File: src/hw/bsre_pkg.sv
// Constants and types for the boolean stack rung evaluator.
// Assumes a single 200 MHz clock with a synchronous active-high reset.
package bsre_pkg;

  localparam int unsigned STACK_LEVELS = 8;
  localparam int unsigned DEPTH_W = 4;
  localparam int unsigned WORD_W = 16;
  localparam int unsigned BIT_SEL_W = 4;

  // Pause of an immediate physical I/O access
  localparam int unsigned CLK_PERIOD_NS = 5;
  localparam int unsigned IMM_ACCESS_NS = 50;
  localparam int unsigned IMM_CYCLES =
    (IMM_ACCESS_NS + CLK_PERIOD_NS - 1) / CLK_PERIOD_NS;
  localparam int unsigned IMM_CNT_W = 8;

  localparam logic [1:0] ERR_NONE = 2'h0;
  localparam logic [1:0] ERR_OVERFLOW = 2'h1;
  localparam logic [1:0] ERR_UNDERFLOW = 2'h2;

  typedef enum logic [2:0] {
    OP_NOP = 3'h0,
    OP_STORE = 3'h1,
    OP_AND = 3'h2,
    OP_OR = 3'h3,
    OP_SERIES_MERGE = 3'h4,
    OP_PARALLEL_MERGE = 3'h5,
    OP_OUT = 3'h6,
    OP_END = 3'h7
  } bsre_op_t;

  typedef enum logic [2:0] {
    SRC_INPUT = 3'h0,
    SRC_OUTPUT = 3'h1,
    SRC_WORD_BIT = 3'h2,
    SRC_POINTER_BIT = 3'h3,
    SRC_COMPARE = 3'h4
  } bsre_src_t;

  typedef enum logic [1:0] {
    CMP_EQ = 2'h0,
    CMP_NE = 2'h1,
    CMP_GE = 2'h2,
    CMP_LT = 2'h3
  } bsre_cmp_t;

  typedef enum logic [2:0] {
    ST_IDLE = 3'h0,
    ST_IN_UPD = 3'h1,
    ST_FETCH = 3'h3,
    ST_MEM_WAIT = 3'h2,
    ST_PTR_WAIT = 3'h6,
    ST_IMM_WAIT = 3'h7,
    ST_OUT_UPD = 3'h5,
    ST_FAULT = 3'h4
  } bsre_state_t;

endpackage : bsre_pkg

File: src/hw/bsre_stack.sv
// Eight-level boolean stack: push, modify top, merge top two levels.
// Assumes at most one operation strobe per cycle from the evaluator.
module bsre_stack #(
  parameter int unsigned DEPTH = bsre_pkg::STACK_LEVELS
) (
  input wire logic ref_clk_i,
  input wire logic rst_i,
  input wire logic clear_i,
  input wire logic push_i,
  input wire logic and_i,
  input wire logic or_i,
  input wire logic val_i,
  input wire logic merge_and_i,
  input wire logic merge_or_i,
  output logic top_o,
  output logic second_o,
  output logic [bsre_pkg::DEPTH_W-1:0] depth_o,
  output logic overflow_o,
  output logic underflow_o
);
  import bsre_pkg::*;

  logic [DEPTH-1:0] lvl_q;
  logic [DEPTH_W-1:0] depth_q;
  logic full;
  logic merge;
  logic merged;

  assign full = (depth_q == DEPTH_W'(DEPTH));
  assign merge = merge_and_i | merge_or_i;
  assign merged = merge_and_i ? (lvl_q[0] & lvl_q[1])
                              : (lvl_q[0] | lvl_q[1]);
  assign overflow_o = push_i & full;
  assign underflow_o = (merge & (depth_q < DEPTH_W'(2))) |
                       ((and_i | or_i) & (depth_q == '0));
  assign top_o = lvl_q[0];
  assign second_o = lvl_q[1];
  assign depth_o = depth_q;

  always_ff @(posedge ref_clk_i) begin
    if (rst_i || clear_i) begin
      lvl_q <= '0;
    end else if (push_i && !full) begin
      lvl_q <= {lvl_q[DEPTH-2:0], val_i}; // RULE1
    end else if (merge && !underflow_o) begin
      lvl_q <= {1'b0, lvl_q[DEPTH-1:2], merged}; // RULE4
    end else if (and_i && !underflow_o) begin
      lvl_q[0] <= lvl_q[0] & val_i; // RULE8
    end else if (or_i && !underflow_o) begin
      lvl_q[0] <= lvl_q[0] | val_i; // RULE9
    end
  end

  // Depth never passes the level count; a ninth push is refused
  always_ff @(posedge ref_clk_i) begin
    if (rst_i || clear_i) begin
      depth_q <= '0;
    end else if (push_i && !full) begin
      depth_q <= depth_q + DEPTH_W'(1); // RULE2
    end else if (merge && !underflow_o) begin
      depth_q <= depth_q - DEPTH_W'(1);
    end
  end

endmodule : bsre_stack

File: src/hw/bsre_evaluator.sv
// Rung evaluator: scans boolean instructions against I/O image registers.
// Assumes a word memory with request/acknowledge reads and an instruction
// source that presents one instruction at a time with valid/ready.
// Notes on behaviour
// RULE1: store pushes contact, shifting stack down
// RULE2: stack holds exactly eight levels
// RULE3: ninth level is an error, rung not executed
// RULE4: merges AND or OR top two levels
// RULE5: store takes normally open point state
// RULE6: negated store takes inverted point state
// RULE7: word-bit contact picks bit 0-15, direct or pointer
// RULE8: AND contact ANDs into top
// RULE9: OR contact ORs into top
// RULE10: parallel negated contact ORs inverted state
// RULE11: compare BCD words: eq, ne, ge, lt
// RULE12: coil writes top into output image
// RULE13: coil keeps stack so rung continues
// RULE14: end marker stops program execution
// RULE15: regular I/O only in update phases
// RULE16: immediate access pauses execution
// RULE17: immediate input leaves input image untouched
// RULE18: immediate output writes pin and image
// RULE19: merge with under two levels is an error
module bsre_evaluator #(
  parameter int unsigned ADDR_W = 10,
  parameter int unsigned PT_W = 6
) (
  input wire logic ref_clk_i,
  input wire logic rst_i,
  input wire logic scan_start_i,
  input wire logic instr_valid_i,
  input wire bsre_pkg::bsre_op_t instr_op_i,
  input wire bsre_pkg::bsre_src_t instr_src_i,
  input wire bsre_pkg::bsre_cmp_t instr_cmp_i,
  input wire logic instr_neg_i,
  input wire logic instr_imm_i,
  input wire logic [ADDR_W-1:0] instr_addr_i,
  input wire logic [bsre_pkg::BIT_SEL_W-1:0] instr_bit_i,
  input wire logic [bsre_pkg::WORD_W-1:0] instr_k_i,
  output logic instr_ready_o,
  output logic mem_req_o,
  output logic [ADDR_W-1:0] mem_addr_o,
  input wire logic mem_ack_i,
  input wire logic [bsre_pkg::WORD_W-1:0] mem_rdata_i,
  input wire logic [2**PT_W-1:0] io_in_i,
  output logic [2**PT_W-1:0] io_out_o,
  output logic scan_busy_o,
  output logic scan_done_o,
  output logic error_o,
  output logic [1:0] err_code_o
);
  import bsre_pkg::*;

  localparam int unsigned NPTS = 2**PT_W;

  bsre_state_t state_q;
  bsre_op_t op_q, s_op;
  bsre_src_t src_q, s_src;
  bsre_cmp_t cmp_q, s_cmp;
  logic neg_q, imm_q, s_neg, s_imm;
  logic [ADDR_W-1:0] addr_q, s_addr;
  logic [BIT_SEL_W-1:0] bit_q, s_bit;
  logic [WORD_W-1:0] k_q, s_k;
  logic [PT_W-1:0] s_pt;
  logic [NPTS-1:0] in_img_q, out_img_q, io_out_q;
  logic [IMM_CNT_W-1:0] imm_cnt_q;
  logic ready_q, mem_req_q, busy_q, done_q, err_q;
  logic [ADDR_W-1:0] mem_addr_q;
  logic [1:0] code_q;
  logic take, is_contact, needs_mem, needs_imm, exec;
  logic cmp_v, raw_v, contact_v;
  logic st_push, st_and, st_or, st_mand, st_mor, st_clear;
  logic top, second, ovf, unf, coil_unf;
  logic [DEPTH_W-1:0] depth;

  // Port fields in FETCH, latched copy while waiting
  assign s_op = (state_q == ST_FETCH) ? instr_op_i : op_q;
  assign s_src = (state_q == ST_FETCH) ? instr_src_i : src_q;
  assign s_cmp = (state_q == ST_FETCH) ? instr_cmp_i : cmp_q;
  assign s_neg = (state_q == ST_FETCH) ? instr_neg_i : neg_q;
  assign s_imm = (state_q == ST_FETCH) ? instr_imm_i : imm_q;
  assign s_addr = (state_q == ST_FETCH) ? instr_addr_i : addr_q;
  assign s_bit = (state_q == ST_FETCH) ? instr_bit_i : bit_q;
  assign s_k = (state_q == ST_FETCH) ? instr_k_i : k_q;
  assign s_pt = s_addr[PT_W-1:0];

  assign take = (state_q == ST_FETCH) && instr_valid_i && ready_q;
  assign is_contact = (s_op == OP_STORE) || (s_op == OP_AND) ||
                      (s_op == OP_OR);
  assign needs_mem = is_contact && (s_src == SRC_WORD_BIT ||
                     s_src == SRC_POINTER_BIT || s_src == SRC_COMPARE);
  assign needs_imm = s_imm && ((is_contact && s_src == SRC_INPUT) ||
                               s_op == OP_OUT);

  // Point where a contact or coil instruction completes
  always_comb begin
    unique case (state_q)
      ST_FETCH: exec = take && !needs_mem && !needs_imm &&
                       (is_contact || s_op == OP_OUT);
      ST_MEM_WAIT: exec = mem_ack_i && (src_q != SRC_POINTER_BIT);
      ST_PTR_WAIT: exec = mem_ack_i;
      ST_IMM_WAIT: exec = (imm_cnt_q == '0);
      default: exec = 1'b0;
    endcase
  end

  // Valid BCD orders like plain binary, so an unsigned compare suffices
  always_comb begin
    unique case (s_cmp)
      CMP_EQ: cmp_v = (mem_rdata_i == s_k); // RULE11
      CMP_NE: cmp_v = (mem_rdata_i != s_k); // RULE11
      CMP_GE: cmp_v = (mem_rdata_i >= s_k); // RULE11
      CMP_LT: cmp_v = (mem_rdata_i < s_k); // RULE11
    endcase
  end

  always_comb begin
    unique case (s_src)
      SRC_INPUT: raw_v = (state_q == ST_IMM_WAIT) ? io_in_i[s_pt]
                                                  : in_img_q[s_pt]; // RULE5
      SRC_OUTPUT: raw_v = out_img_q[s_pt]; // RULE5
      SRC_WORD_BIT: raw_v = mem_rdata_i[s_bit]; // RULE7
      SRC_POINTER_BIT: raw_v = mem_rdata_i[s_bit]; // RULE7
      SRC_COMPARE: raw_v = cmp_v;
      default: raw_v = 1'b0;
    endcase
  end

  assign contact_v = raw_v ^ s_neg; // RULE6 RULE10

  assign st_clear = (state_q == ST_IN_UPD);
  assign st_push = exec && (s_op == OP_STORE); // RULE1
  assign st_and = exec && (s_op == OP_AND); // RULE8
  assign st_or = exec && (s_op == OP_OR); // RULE9 RULE10
  assign st_mand = take && (s_op == OP_SERIES_MERGE); // RULE4
  assign st_mor = take && (s_op == OP_PARALLEL_MERGE); // RULE4
  assign coil_unf = exec && (s_op == OP_OUT) && (depth == '0);

  bsre_stack #(
    .DEPTH(STACK_LEVELS)
  ) u_stack (
    .ref_clk_i(ref_clk_i),
    .rst_i(rst_i),
    .clear_i(st_clear),
    .push_i(st_push),
    .and_i(st_and),
    .or_i(st_or),
    .val_i(contact_v),
    .merge_and_i(st_mand),
    .merge_or_i(st_mor),
    .top_o(top),
    .second_o(second),
    .depth_o(depth),
    .overflow_o(ovf),
    .underflow_o(unf)
  );

  // Sequencer
  always_ff @(posedge ref_clk_i) begin
    if (rst_i) begin
      state_q <= ST_IDLE;
    end else if (ovf || unf || coil_unf) begin
      state_q <= ST_FAULT; // RULE3 RULE19
    end else begin
      unique case (state_q)
        ST_IDLE, ST_FAULT: if (scan_start_i) state_q <= ST_IN_UPD;
        ST_IN_UPD: state_q <= ST_FETCH;
        ST_FETCH: begin
          if (take && s_op == OP_END) begin
            state_q <= ST_OUT_UPD; // RULE14
          end else if (take && needs_mem) begin
            state_q <= ST_MEM_WAIT;
          end else if (take && needs_imm) begin
            state_q <= ST_IMM_WAIT; // RULE16
          end
        end
        ST_MEM_WAIT: begin
          if (mem_ack_i && src_q == SRC_POINTER_BIT) begin
            state_q <= ST_PTR_WAIT; // RULE7
          end else if (mem_ack_i) begin
            state_q <= ST_FETCH;
          end
        end
        ST_PTR_WAIT: if (mem_ack_i) state_q <= ST_FETCH;
        ST_IMM_WAIT: if (imm_cnt_q == '0) state_q <= ST_FETCH;
        ST_OUT_UPD: state_q <= ST_IDLE;
      endcase
    end
  end

  // Instruction latch
  always_ff @(posedge ref_clk_i) begin
    if (rst_i) begin
      op_q <= OP_NOP;
      src_q <= SRC_INPUT;
      cmp_q <= CMP_EQ;
      neg_q <= 1'b0;
      imm_q <= 1'b0;
      addr_q <= '0;
      bit_q <= '0;
      k_q <= '0;
    end else if (take) begin
      op_q <= instr_op_i;
      src_q <= instr_src_i;
      cmp_q <= instr_cmp_i;
      neg_q <= instr_neg_i;
      imm_q <= instr_imm_i;
      addr_q <= instr_addr_i;
      bit_q <= instr_bit_i;
      k_q <= instr_k_i;
    end
  end

  // Ready only in FETCH; dropped on an edge that leaves it
  always_ff @(posedge ref_clk_i) begin
    if (rst_i) begin
      ready_q <= 1'b0;
    end else if (ovf || unf || coil_unf) begin
      ready_q <= 1'b0;
    end else if (state_q == ST_FETCH) begin
      ready_q <= !(take && (s_op == OP_END || needs_mem || needs_imm));
    end else begin
      ready_q <= (state_q == ST_IN_UPD) ||
                 (state_q == ST_IMM_WAIT && imm_cnt_q == '0) ||
                 (state_q == ST_PTR_WAIT && mem_ack_i) ||
                 (state_q == ST_MEM_WAIT && mem_ack_i &&
                  src_q != SRC_POINTER_BIT);
    end
  end

  // Word reads; a pointer word becomes the address of the second read
  always_ff @(posedge ref_clk_i) begin
    if (rst_i) begin
      mem_req_q <= 1'b0;
      mem_addr_q <= '0;
    end else if (take && needs_mem) begin
      mem_req_q <= 1'b1;
      mem_addr_q <= instr_addr_i;
    end else if (state_q == ST_MEM_WAIT && mem_ack_i &&
                 src_q == SRC_POINTER_BIT) begin
      mem_req_q <= 1'b1;
      mem_addr_q <= mem_rdata_i[ADDR_W-1:0]; // RULE7
    end else if (mem_ack_i) begin
      mem_req_q <= 1'b0;
    end
  end

  always_ff @(posedge ref_clk_i) begin
    if (rst_i) begin
      imm_cnt_q <= '0;
    end else if (take && needs_imm) begin
      imm_cnt_q <= IMM_CNT_W'(IMM_CYCLES - 1); // RULE16
    end else if (state_q == ST_IMM_WAIT && imm_cnt_q != '0) begin
      imm_cnt_q <= imm_cnt_q - IMM_CNT_W'(1);
    end
  end

  // Input image changes only in the input update phase
  always_ff @(posedge ref_clk_i) begin
    if (rst_i) begin
      in_img_q <= '0;
    end else if (state_q == ST_IN_UPD) begin
      in_img_q <= io_in_i; // RULE15 RULE17
    end
  end

  // Coil leaves the stack alone so later contacts extend the rung
  always_ff @(posedge ref_clk_i) begin
    if (rst_i) begin
      out_img_q <= '0;
    end else if (exec && s_op == OP_OUT && depth != '0) begin
      out_img_q[s_pt] <= top; // RULE12 RULE13 RULE18
    end
  end

  always_ff @(posedge ref_clk_i) begin
    if (rst_i) begin
      io_out_q <= '0;
    end else if (state_q == ST_OUT_UPD) begin
      io_out_q <= out_img_q; // RULE15
    end else if (state_q == ST_IMM_WAIT && exec && op_q == OP_OUT &&
                 depth != '0) begin
      io_out_q[s_pt] <= top; // RULE18
    end
  end

  // Status; a fault holds until the next scan start
  always_ff @(posedge ref_clk_i) begin
    if (rst_i) begin
      busy_q <= 1'b0;
      done_q <= 1'b0;
      err_q <= 1'b0;
      code_q <= ERR_NONE;
    end else begin
      busy_q <= (state_q != ST_IDLE && state_q != ST_FAULT &&
                 state_q != ST_OUT_UPD) || scan_start_i;
      done_q <= (state_q == ST_OUT_UPD);
      if (ovf) begin
        err_q <= 1'b1;
        code_q <= ERR_OVERFLOW; // RULE3
      end else if (unf || coil_unf) begin
        err_q <= 1'b1;
        code_q <= ERR_UNDERFLOW; // RULE19
      end else if (state_q == ST_IN_UPD) begin
        err_q <= 1'b0;
        code_q <= ERR_NONE;
      end
    end
  end

  assign instr_ready_o = ready_q;
  assign mem_req_o = mem_req_q;
  assign mem_addr_o = mem_addr_q;
  assign io_out_o = io_out_q;
  assign scan_busy_o = busy_q;
  assign scan_done_o = done_q;
  assign error_o = err_q;
  assign err_code_o = code_q;
endmodule : bsre_evaluator

File: config.mk
export PLATFORM = sky130hd
export DESIGN_NAME = bsre_evaluator
export DESIGN_NICKNAME = d
export VERILOG_FILES = /design/src/hw/bsre_pkg.sv /design/src/hw/bsre_stack.sv /design/src/hw/bsre_evaluator.sv
export SDC_FILE = /design/constraint.sdc
export NUM_CORES = 1
export LEC_CHECK = 0
export CAP_MARGIN = 40
export CORE_MARGIN = 2
export CORE_UTILIZATION = 28
export DETAILED_ROUTE_END_ITERATION = 8
export DONT_BUFFER_PORTS = 1
export PLACE_DENSITY_LB_ADDON = 0.25
export SLEW_MARGIN = 20
export SYNTH_ARGS = -nofsm -noshare
export SYNTH_HDL_FRONTEND = slang
export SYNTH_SLANG_ARGS = --single-unit
File: constraint.sdc
create_clock -name ref_clk_i -period 7.2 [get_ports ref_clk_i]
set_input_delay 0.36 -clock ref_clk_i [delete_from_list [all_inputs] [get_ports ref_clk_i]]
set_output_delay 0.36 -clock ref_clk_i [all_outputs]
set_load 0.05 [all_outputs]
# After elaboration in Yosys (flattened, before gate mapping)
# Cells that the tools add are included.
# classes
add_sub_neg	3
n_lt_le_gt_ge	6
n_eq_ne	35
muxes	57
bitwise_logic	11
reduce_logical	82
# ops
cell	count
$bwmux W64	2
$mux W64	2
$logic_and A1 B1 Y1	38
$eq A3 B3 Y1 const B	10
$mux W3	10
$eq A3 B2 Y1 const B	7
$pmux W3 S7	1
$mux W1	20
$mux W10	2
$mux W4	5
$bmux W1 S6	3
$eq A16 B16 Y1	1
$ge A16 B16 Y1	1
$logic_or A1 B1 Y1	16
$lt A16 B16 Y1	1
$mux W16	1
$ne A16 B16 Y1	1
$ne A3 B3 Y1 const B	4
$pmux W1 S4	3
$reduce_bool A2 Y1	5
$reduce_or A2 Y1	5
$eq A3 B1 Y1 const B	3
$reduce_bool A3 Y1	3
$logic_not A8 Y1	1
30 further kinds	49
# word_totals
register_bits	268
input_bits	125
output_inout_bits	81
elab_cells	220

# Logic depth before layout (Yosys ltp)
# logic_depth
word_depth	22
mapped_depth	20
depth_no_buf	13

# Modules after synthesis
# Synthesis repeated with hierarchy kept, for this count alone.
# hier_totals
cells_unflattened	1644
area_unflattened_um2	13575.5
# by_module_without_submodules
mod	n_inst	cells_each	area_each_um2	seq_area_each_um2
bsre_evaluator	1	1569	12843.6	5124.9
bsre_stack	1	75	732.0	240.2

# Least setup slack after synthesis
# OpenSTA, ideal clock, no wires.
# synth_timing
path_type	register to register
startpoint	reg state_q[2]
endpoint	reg u_stack.lvl_q[0]
setup_ns	0.116
arrival_ns	4.272
t_required_ns	7.084
slack_ns	2.813
stages_incl_launch_ff	20
n_path_buf	7
period_less_slack_ns	4.387
cell_sequence	dfxtp_1 buf_4 and3b_1 buf_6 buf_6 buf_6 buf_2 buf_1 buf_1 mux2i_1 ha_1 nor2b_1 o211ai_1 a2111oi_0 a211oi_1 a2111oi_0 nand3b_1 a211oi_2 a311o_1 and3b_1
# synth_between
elab_chain_cells	21
elab_cells_between_ends	86
classes_between	order compare: 2; eq/ne: 20; mux: 25; bitwise: 8; reduce/logical: 31
# synth_lines
element	line	rtl
start: declaration	bsre_evaluator.sv:56	bsre_state_t state_q;
start signal: assignment	bsre_evaluator.sv:161	state_q <= ST_IDLE;
start signal: assignment	bsre_evaluator.sv:163	state_q <= ST_FAULT;
start signal: assignment	bsre_evaluator.sv:166	ST_IDLE, ST_FAULT: if (scan_start_i) state_q <= ST_IN_UPD;
parallel branches: the longest is 21 deep, another holds $lt A16 B16 Y1	--	
end signal: assignment	bsre_stack.sv:44	lvl_q <= {lvl_q[DEPTH-2:0], val_i};
end signal: assignment	bsre_stack.sv:46	lvl_q <= {1'b0, lvl_q[DEPTH-1:2], merged};
end signal: assignment	bsre_stack.sv:48	lvl_q[0] <= lvl_q[0] & val_i;
end: declaration	bsre_stack.sv:23	logic [DEPTH-1:0] lvl_q;
# Parallel ways; which one is timed is not known. The select of a mux whose other input is x is not followed.
# A chain may end at the register's enable or synchronous reset.

# Worst setup path in the final report
# layout_timing
startpoint	reg state_q[1]
endpoint	reg u_stack.depth_q[3], in the netlist u_stack.depth_o[3]
# layout_between
elab_chain_cells	19
elab_cells_between_ends	51
classes_between	eq/ne: 14; mux: 5; bitwise: 5; reduce/logical: 27
# layout_lines
element	line	rtl
$eq A3 B2 Y1	--	
$mux W3	bsre_evaluator.sv:77	assign s_op = (state_q == ST_FETCH) ? instr_op_i : op_q;
$eq A3 B1 Y1 or $eq A3 B2 Y1 (tied branches)	bsre_evaluator.sv:88, bsre_evaluator.sv:132, bsre_evaluator.sv:133	
$logic_or A1 B1 Y1 (2 in series)	bsre_evaluator.sv:88	assign is_contact = (s_op == OP_STORE) || (s_op == OP_AND) ||
$logic_and A1 B1 Y1	bsre_evaluator.sv:92	assign needs_imm = s_imm && ((is_contact && s_src == SRC_INPUT) ||
$logic_or A1 B1 Y1	bsre_evaluator.sv:92	
$logic_and A1 B1 Y1	bsre_evaluator.sv:92	
$logic_not A1 Y1	bsre_evaluator.sv:98	ST_FETCH: exec = take && !needs_mem && !needs_imm &&
$logic_and A1 B1 Y1 (2 in series)	bsre_evaluator.sv:98	
$pmux W1 S4	bsre_evaluator.sv:97	unique case (state_q)
$logic_and A1 B1 Y1, on equally long branches	bsre_evaluator.sv:133, bsre_evaluator.sv:134	
$or A1 B1 Y1	bsre_stack.sv:35	((and_i | or_i) & (depth_q == '0));
$and A1 B1 Y1	bsre_stack.sv:35	
$or A1 B1 Y1	bsre_stack.sv:34	assign underflow_o = (merge & (depth_q < DEPTH_W'(2))) |
$logic_not A1 Y1	bsre_stack.sv:60	end else if (merge && !underflow_o) begin
$logic_and A1 B1 Y1	bsre_stack.sv:60	
$reduce_bool A2 Y1 (no line)	--	
end signal: assignment	bsre_stack.sv:59	depth_q <= depth_q + DEPTH_W'(1);
end signal: assignment	bsre_stack.sv:61	depth_q <= depth_q - DEPTH_W'(1);
end: declaration	bsre_stack.sv:24	logic [DEPTH_W-1:0] depth_q;
# Several ways; a longest one is shown, not always the timed one.

==> impl_metrics.toml <==
[worst_setup_path]
cp-start-kind = "flip-flop"
cp_slowest_cell = "and3b_2"
crit_type = "reg2reg"
cp.arrival_ns = 5.03
cpLargestDelayFamily = "simple AND/OR/NAND/NOR gates"
worstSetupStartpoint = "state_q[1]"
worst-path-buf-inv = 1
cp-end-kind = "flip-flop"
reg2reg_from = "state_q[1]"
path_cells = "and3b_2 > mux2i_2 > a21boi_1 > o2bb2ai_1 > o21a_1 > nor3_4 > inv_1 > ha_1 > a21o_1 > a21oi_1 > mux2i_1 > xor2_1 > nor2_1"
reg2reg_to = "u_stack.depth_o[3]"
cp.required_ns = 7.67
reg2reg_depth = 13
cpPeakStageDelay_ns = 0.78
worst-path-max-fanout = 27
rrSetupSlack_ns = 2.64

[job]
max-cap-violations = 0

[placement]
dpl-instance-area_mm2 = 0.01507
dpl.hpwl_mm = 35.67
globalplace.congestion = 0.8204
portBuffers = 0
dp_slack_ns = 2.287
placed_cells = 2354

[grt]
grt_pass1_vias = 13181
overflow = 0
grt_max_degree = 246
grt_pass1_wl_mm = 82.56
antenna_found_initial = 1
track_usage_pct = 20.02

[timing]
fin_ws_ns = 2.636
fin_skew_ns = 0.02054
slew_violations = 0
rsz0062_at_grt = "false"
min_period_ns = 4.564
relSlewSlack_pct = 3.497
final.period_utilization_pct = 63.38
tightest_slew_ns = 1.448
setup_viol = 0
whs_ns = 0.03276
tns_ns = 0
hold_viol = 0
max_freq_mhz = 219.1

[synthesis]
ys_ff_latch = 268
synth_fa_ha_area_share_pct = 1.867
synthCells = 1803
yosysSeqAreaShare_pct = 37.06
muxShareOfSynthArea_pct = 11.51
syn_area_mm2 = 0.01448
syn_area_per_cell_um2 = 8.029
synth-main-ff-cell = "dfxtp_1"
yosysWarnings = 0
netlist_top_cells_area = "dfxtp_1 37%, mux2i_1 9.3%, nand2_1 8.9%"
synthDistinctLibCells = 70
synth-compound-area-share_pct = 18.21
synth_fp_nets = 1949
synth_xor_area_share_pct = 0.4840
async_flop_share_pct = 0
yosys.area_share.simple_pct = 25.62
synth_top_family_by_area = "simple AND/OR/NAND/NOR gates"
synth_top_area_share_pct = 37.06
synth-edff-count = 0
synth_top_area_cell = "dfxtp_1"

[routing]
vias_per_cell = 5.484
drtPass1Iterations = 5
drt_iter0_drc = 1264
wire_per_inst_um = 21.98
final_antenna_net_count = 0
wl_mm = 55.56
drc_errors = 0
vias = 13863

[power]
switchingPower_mw = 0.9006
finalPower_mw = 3.485
vdd_drop_max_uv = 187.7
pwr-share-seq_pct = 44.4
swShare_pct = 25.84
comb_power_share_pct = 9.8
power_density_mw_per_mm2 = 201.5
clkPwrFrac_pct = 45.8
leakagePower_nw = 6.106
p_int_mw = 2.585

[outcome]
status = "finished clean"

[die]
pin_count = 206
die_y_um = 231.4
core_mm2 = 0.05120
die_x_um = 231.4
num_rows = 83
dieArea_mm2 = 0.05354
initial_core_util_pct = 28.28

[layout]
layout-drive-gt1-share_pct = 7.417
area_delta_synth_final_pct = 19.50
stdcell_area_mm2 = 0.01730
fin_cells = 2528
final_nets = 1973
fin_util_pct = 33.79

[min_path]
holdPathEnd = "mem_addr_o[1]"
min_from = "instr_addr_i[1]"
hold_class = "in2reg"
whs_path_depth = 2

[clock_tree]
clkLatencyLatePin_ns = 0.61
clock-sinks = 268
clk_path_buf_depth = 3
root_buffer = "clkbuf_16"
cts_made_buffers = 31
clk_pin_slew_ns = 0.06
cts_max_level = 1
cts_tree = "built"
[cells in the mapped netlist, drive strengths merged, types with 23 or more instances]
cell    count
o22ai      48
buf        64
dfxtp     268
clkbuf    103
nand3      75
nand4      28
a22oi      23
nand2     342
mux2i     138
nor2       57
o21a       66
nor3      146
a21oi     191
[layer usage]
| metal | wire length (um) | track usage, % | share of wire, % |
|---|---|---|---|
| met2 | 25360 | 32.14 | 46 |
| met3 | 4622 | 4.712 | 8.3 |
| met5 | 39 | 0.5515 | 0.070 |
| met1 | 23970 | 26.24 | 43 |
| met4 | 1573 | 6.714 | 2.8 |
[power groups by stage]
| stage | logic, mW | clock network (mW) | registers [mW] |
|---|---|---|---|
| floorplan | 0.224 | 0 | 1.57 |
| global placement | 0.248 | 0 | 1.58 |
| detailed placement | 0.254 | 0 | 1.58 |
| CTS | 0.337 | 1.64 | 1.55 |
| global route | 0.369 | 1.70 | 1.55 |
| finish | 0.341 | 1.60 | 1.55 |
[cell type report]
class,count,area [um^2]
Sequential cell,268,5369
Antenna cell,1,2.502
Inverter,12,45.04
Multi-Input combinational cell,1356,8431
Tap cell,680,850.8
Clock buffer,47,905.9
Clock inverter,6,95.09
Timing Repair Buffer,158,1600
Fill cell,5316,33900
[sequential cells by signal, indices dropped and copies added (netlist names), 4 cells and up]
name,count
in_img_q,64
io_out_o,64
out_img_q,64
k_q,16
mem_addr_o,10
imm_cnt_q,8
u_stack.lvl_q,8
addr_q,6
bit_q,4
u_stack.depth_o,4
[worst reg2reg max path: cells and delay by family, from the launching register on]
family / cells / cell delay [ns]
fa+ha+maj: 1 / 0.32
simple gates: 3 / 1.38
mux: 2 / 0.74
xor+xnor: 1 / 0.16
flops: 1 / 0.64
buf+inv: 1 / 0.19
compound gates: 5 / 1.02
[cells by family (layout without fill, tap and decap cells)]
group	Yosys count	in the layout
AND/OR/NAND/NOR	752	752
AO/OA/AOI/OAI	417	417
flip-flops	268	268
buffers and inverters	179	223
multiplexers	158	158
adder cells (fa/ha/maj)	21	21
XOR/XNOR	8	8
other	0	1
[layout by cell type, fill, tap and decap left out, types with 8 or more instances in the layout]
cell           instances
nand2_1              342
dfxtp_1              267
a21oi_1              191
nor3_1               141
mux2i_1              132
dlygate4sd3_1        115
nand3_1               75
o21a_1                66
nor2_1                55
o22ai_1               48
clkbuf_16             31
nand4_1               28
buf_4                 26
a22oi_1               23
ha_1                  20
nand2b_1              18
nand4b_1              15
mux2_2                14
inv_1                 12
a211oi_1              12
nor4bb_1              12
nand3b_1              10
nor3b_1               10
and3_1                 9
o21ai_0                9
a2111oi_0              9
nor4_4                 9
o22a_1                 9
o221ai_1               9
clkbuf_1               9
buf_6                  9
nor2b_1                8
a31oi_1                8
[how the worst max path moves through the flow]
stage	slack, ns	endpoint	cells after the start
floorplan	2.81	u_stack.lvl_q[0]	19
global placement	2.42	u_stack.depth_o[3]	13
detailed placement	2.29	u_stack.depth_o[3]	13
CTS	2.31	u_stack.depth_o[3]	13
global route	2.23	u_stack.depth_o[3]	13
finish	2.64	u_stack.depth_o[3]	13
[timing repair]
action,in CTS,in global routing
hold buffers,116,0
endpoints found under the hold margin,245,0
setup buffers,0,0
resized for setup,0,0
Power figures use the tool's default switching activity.
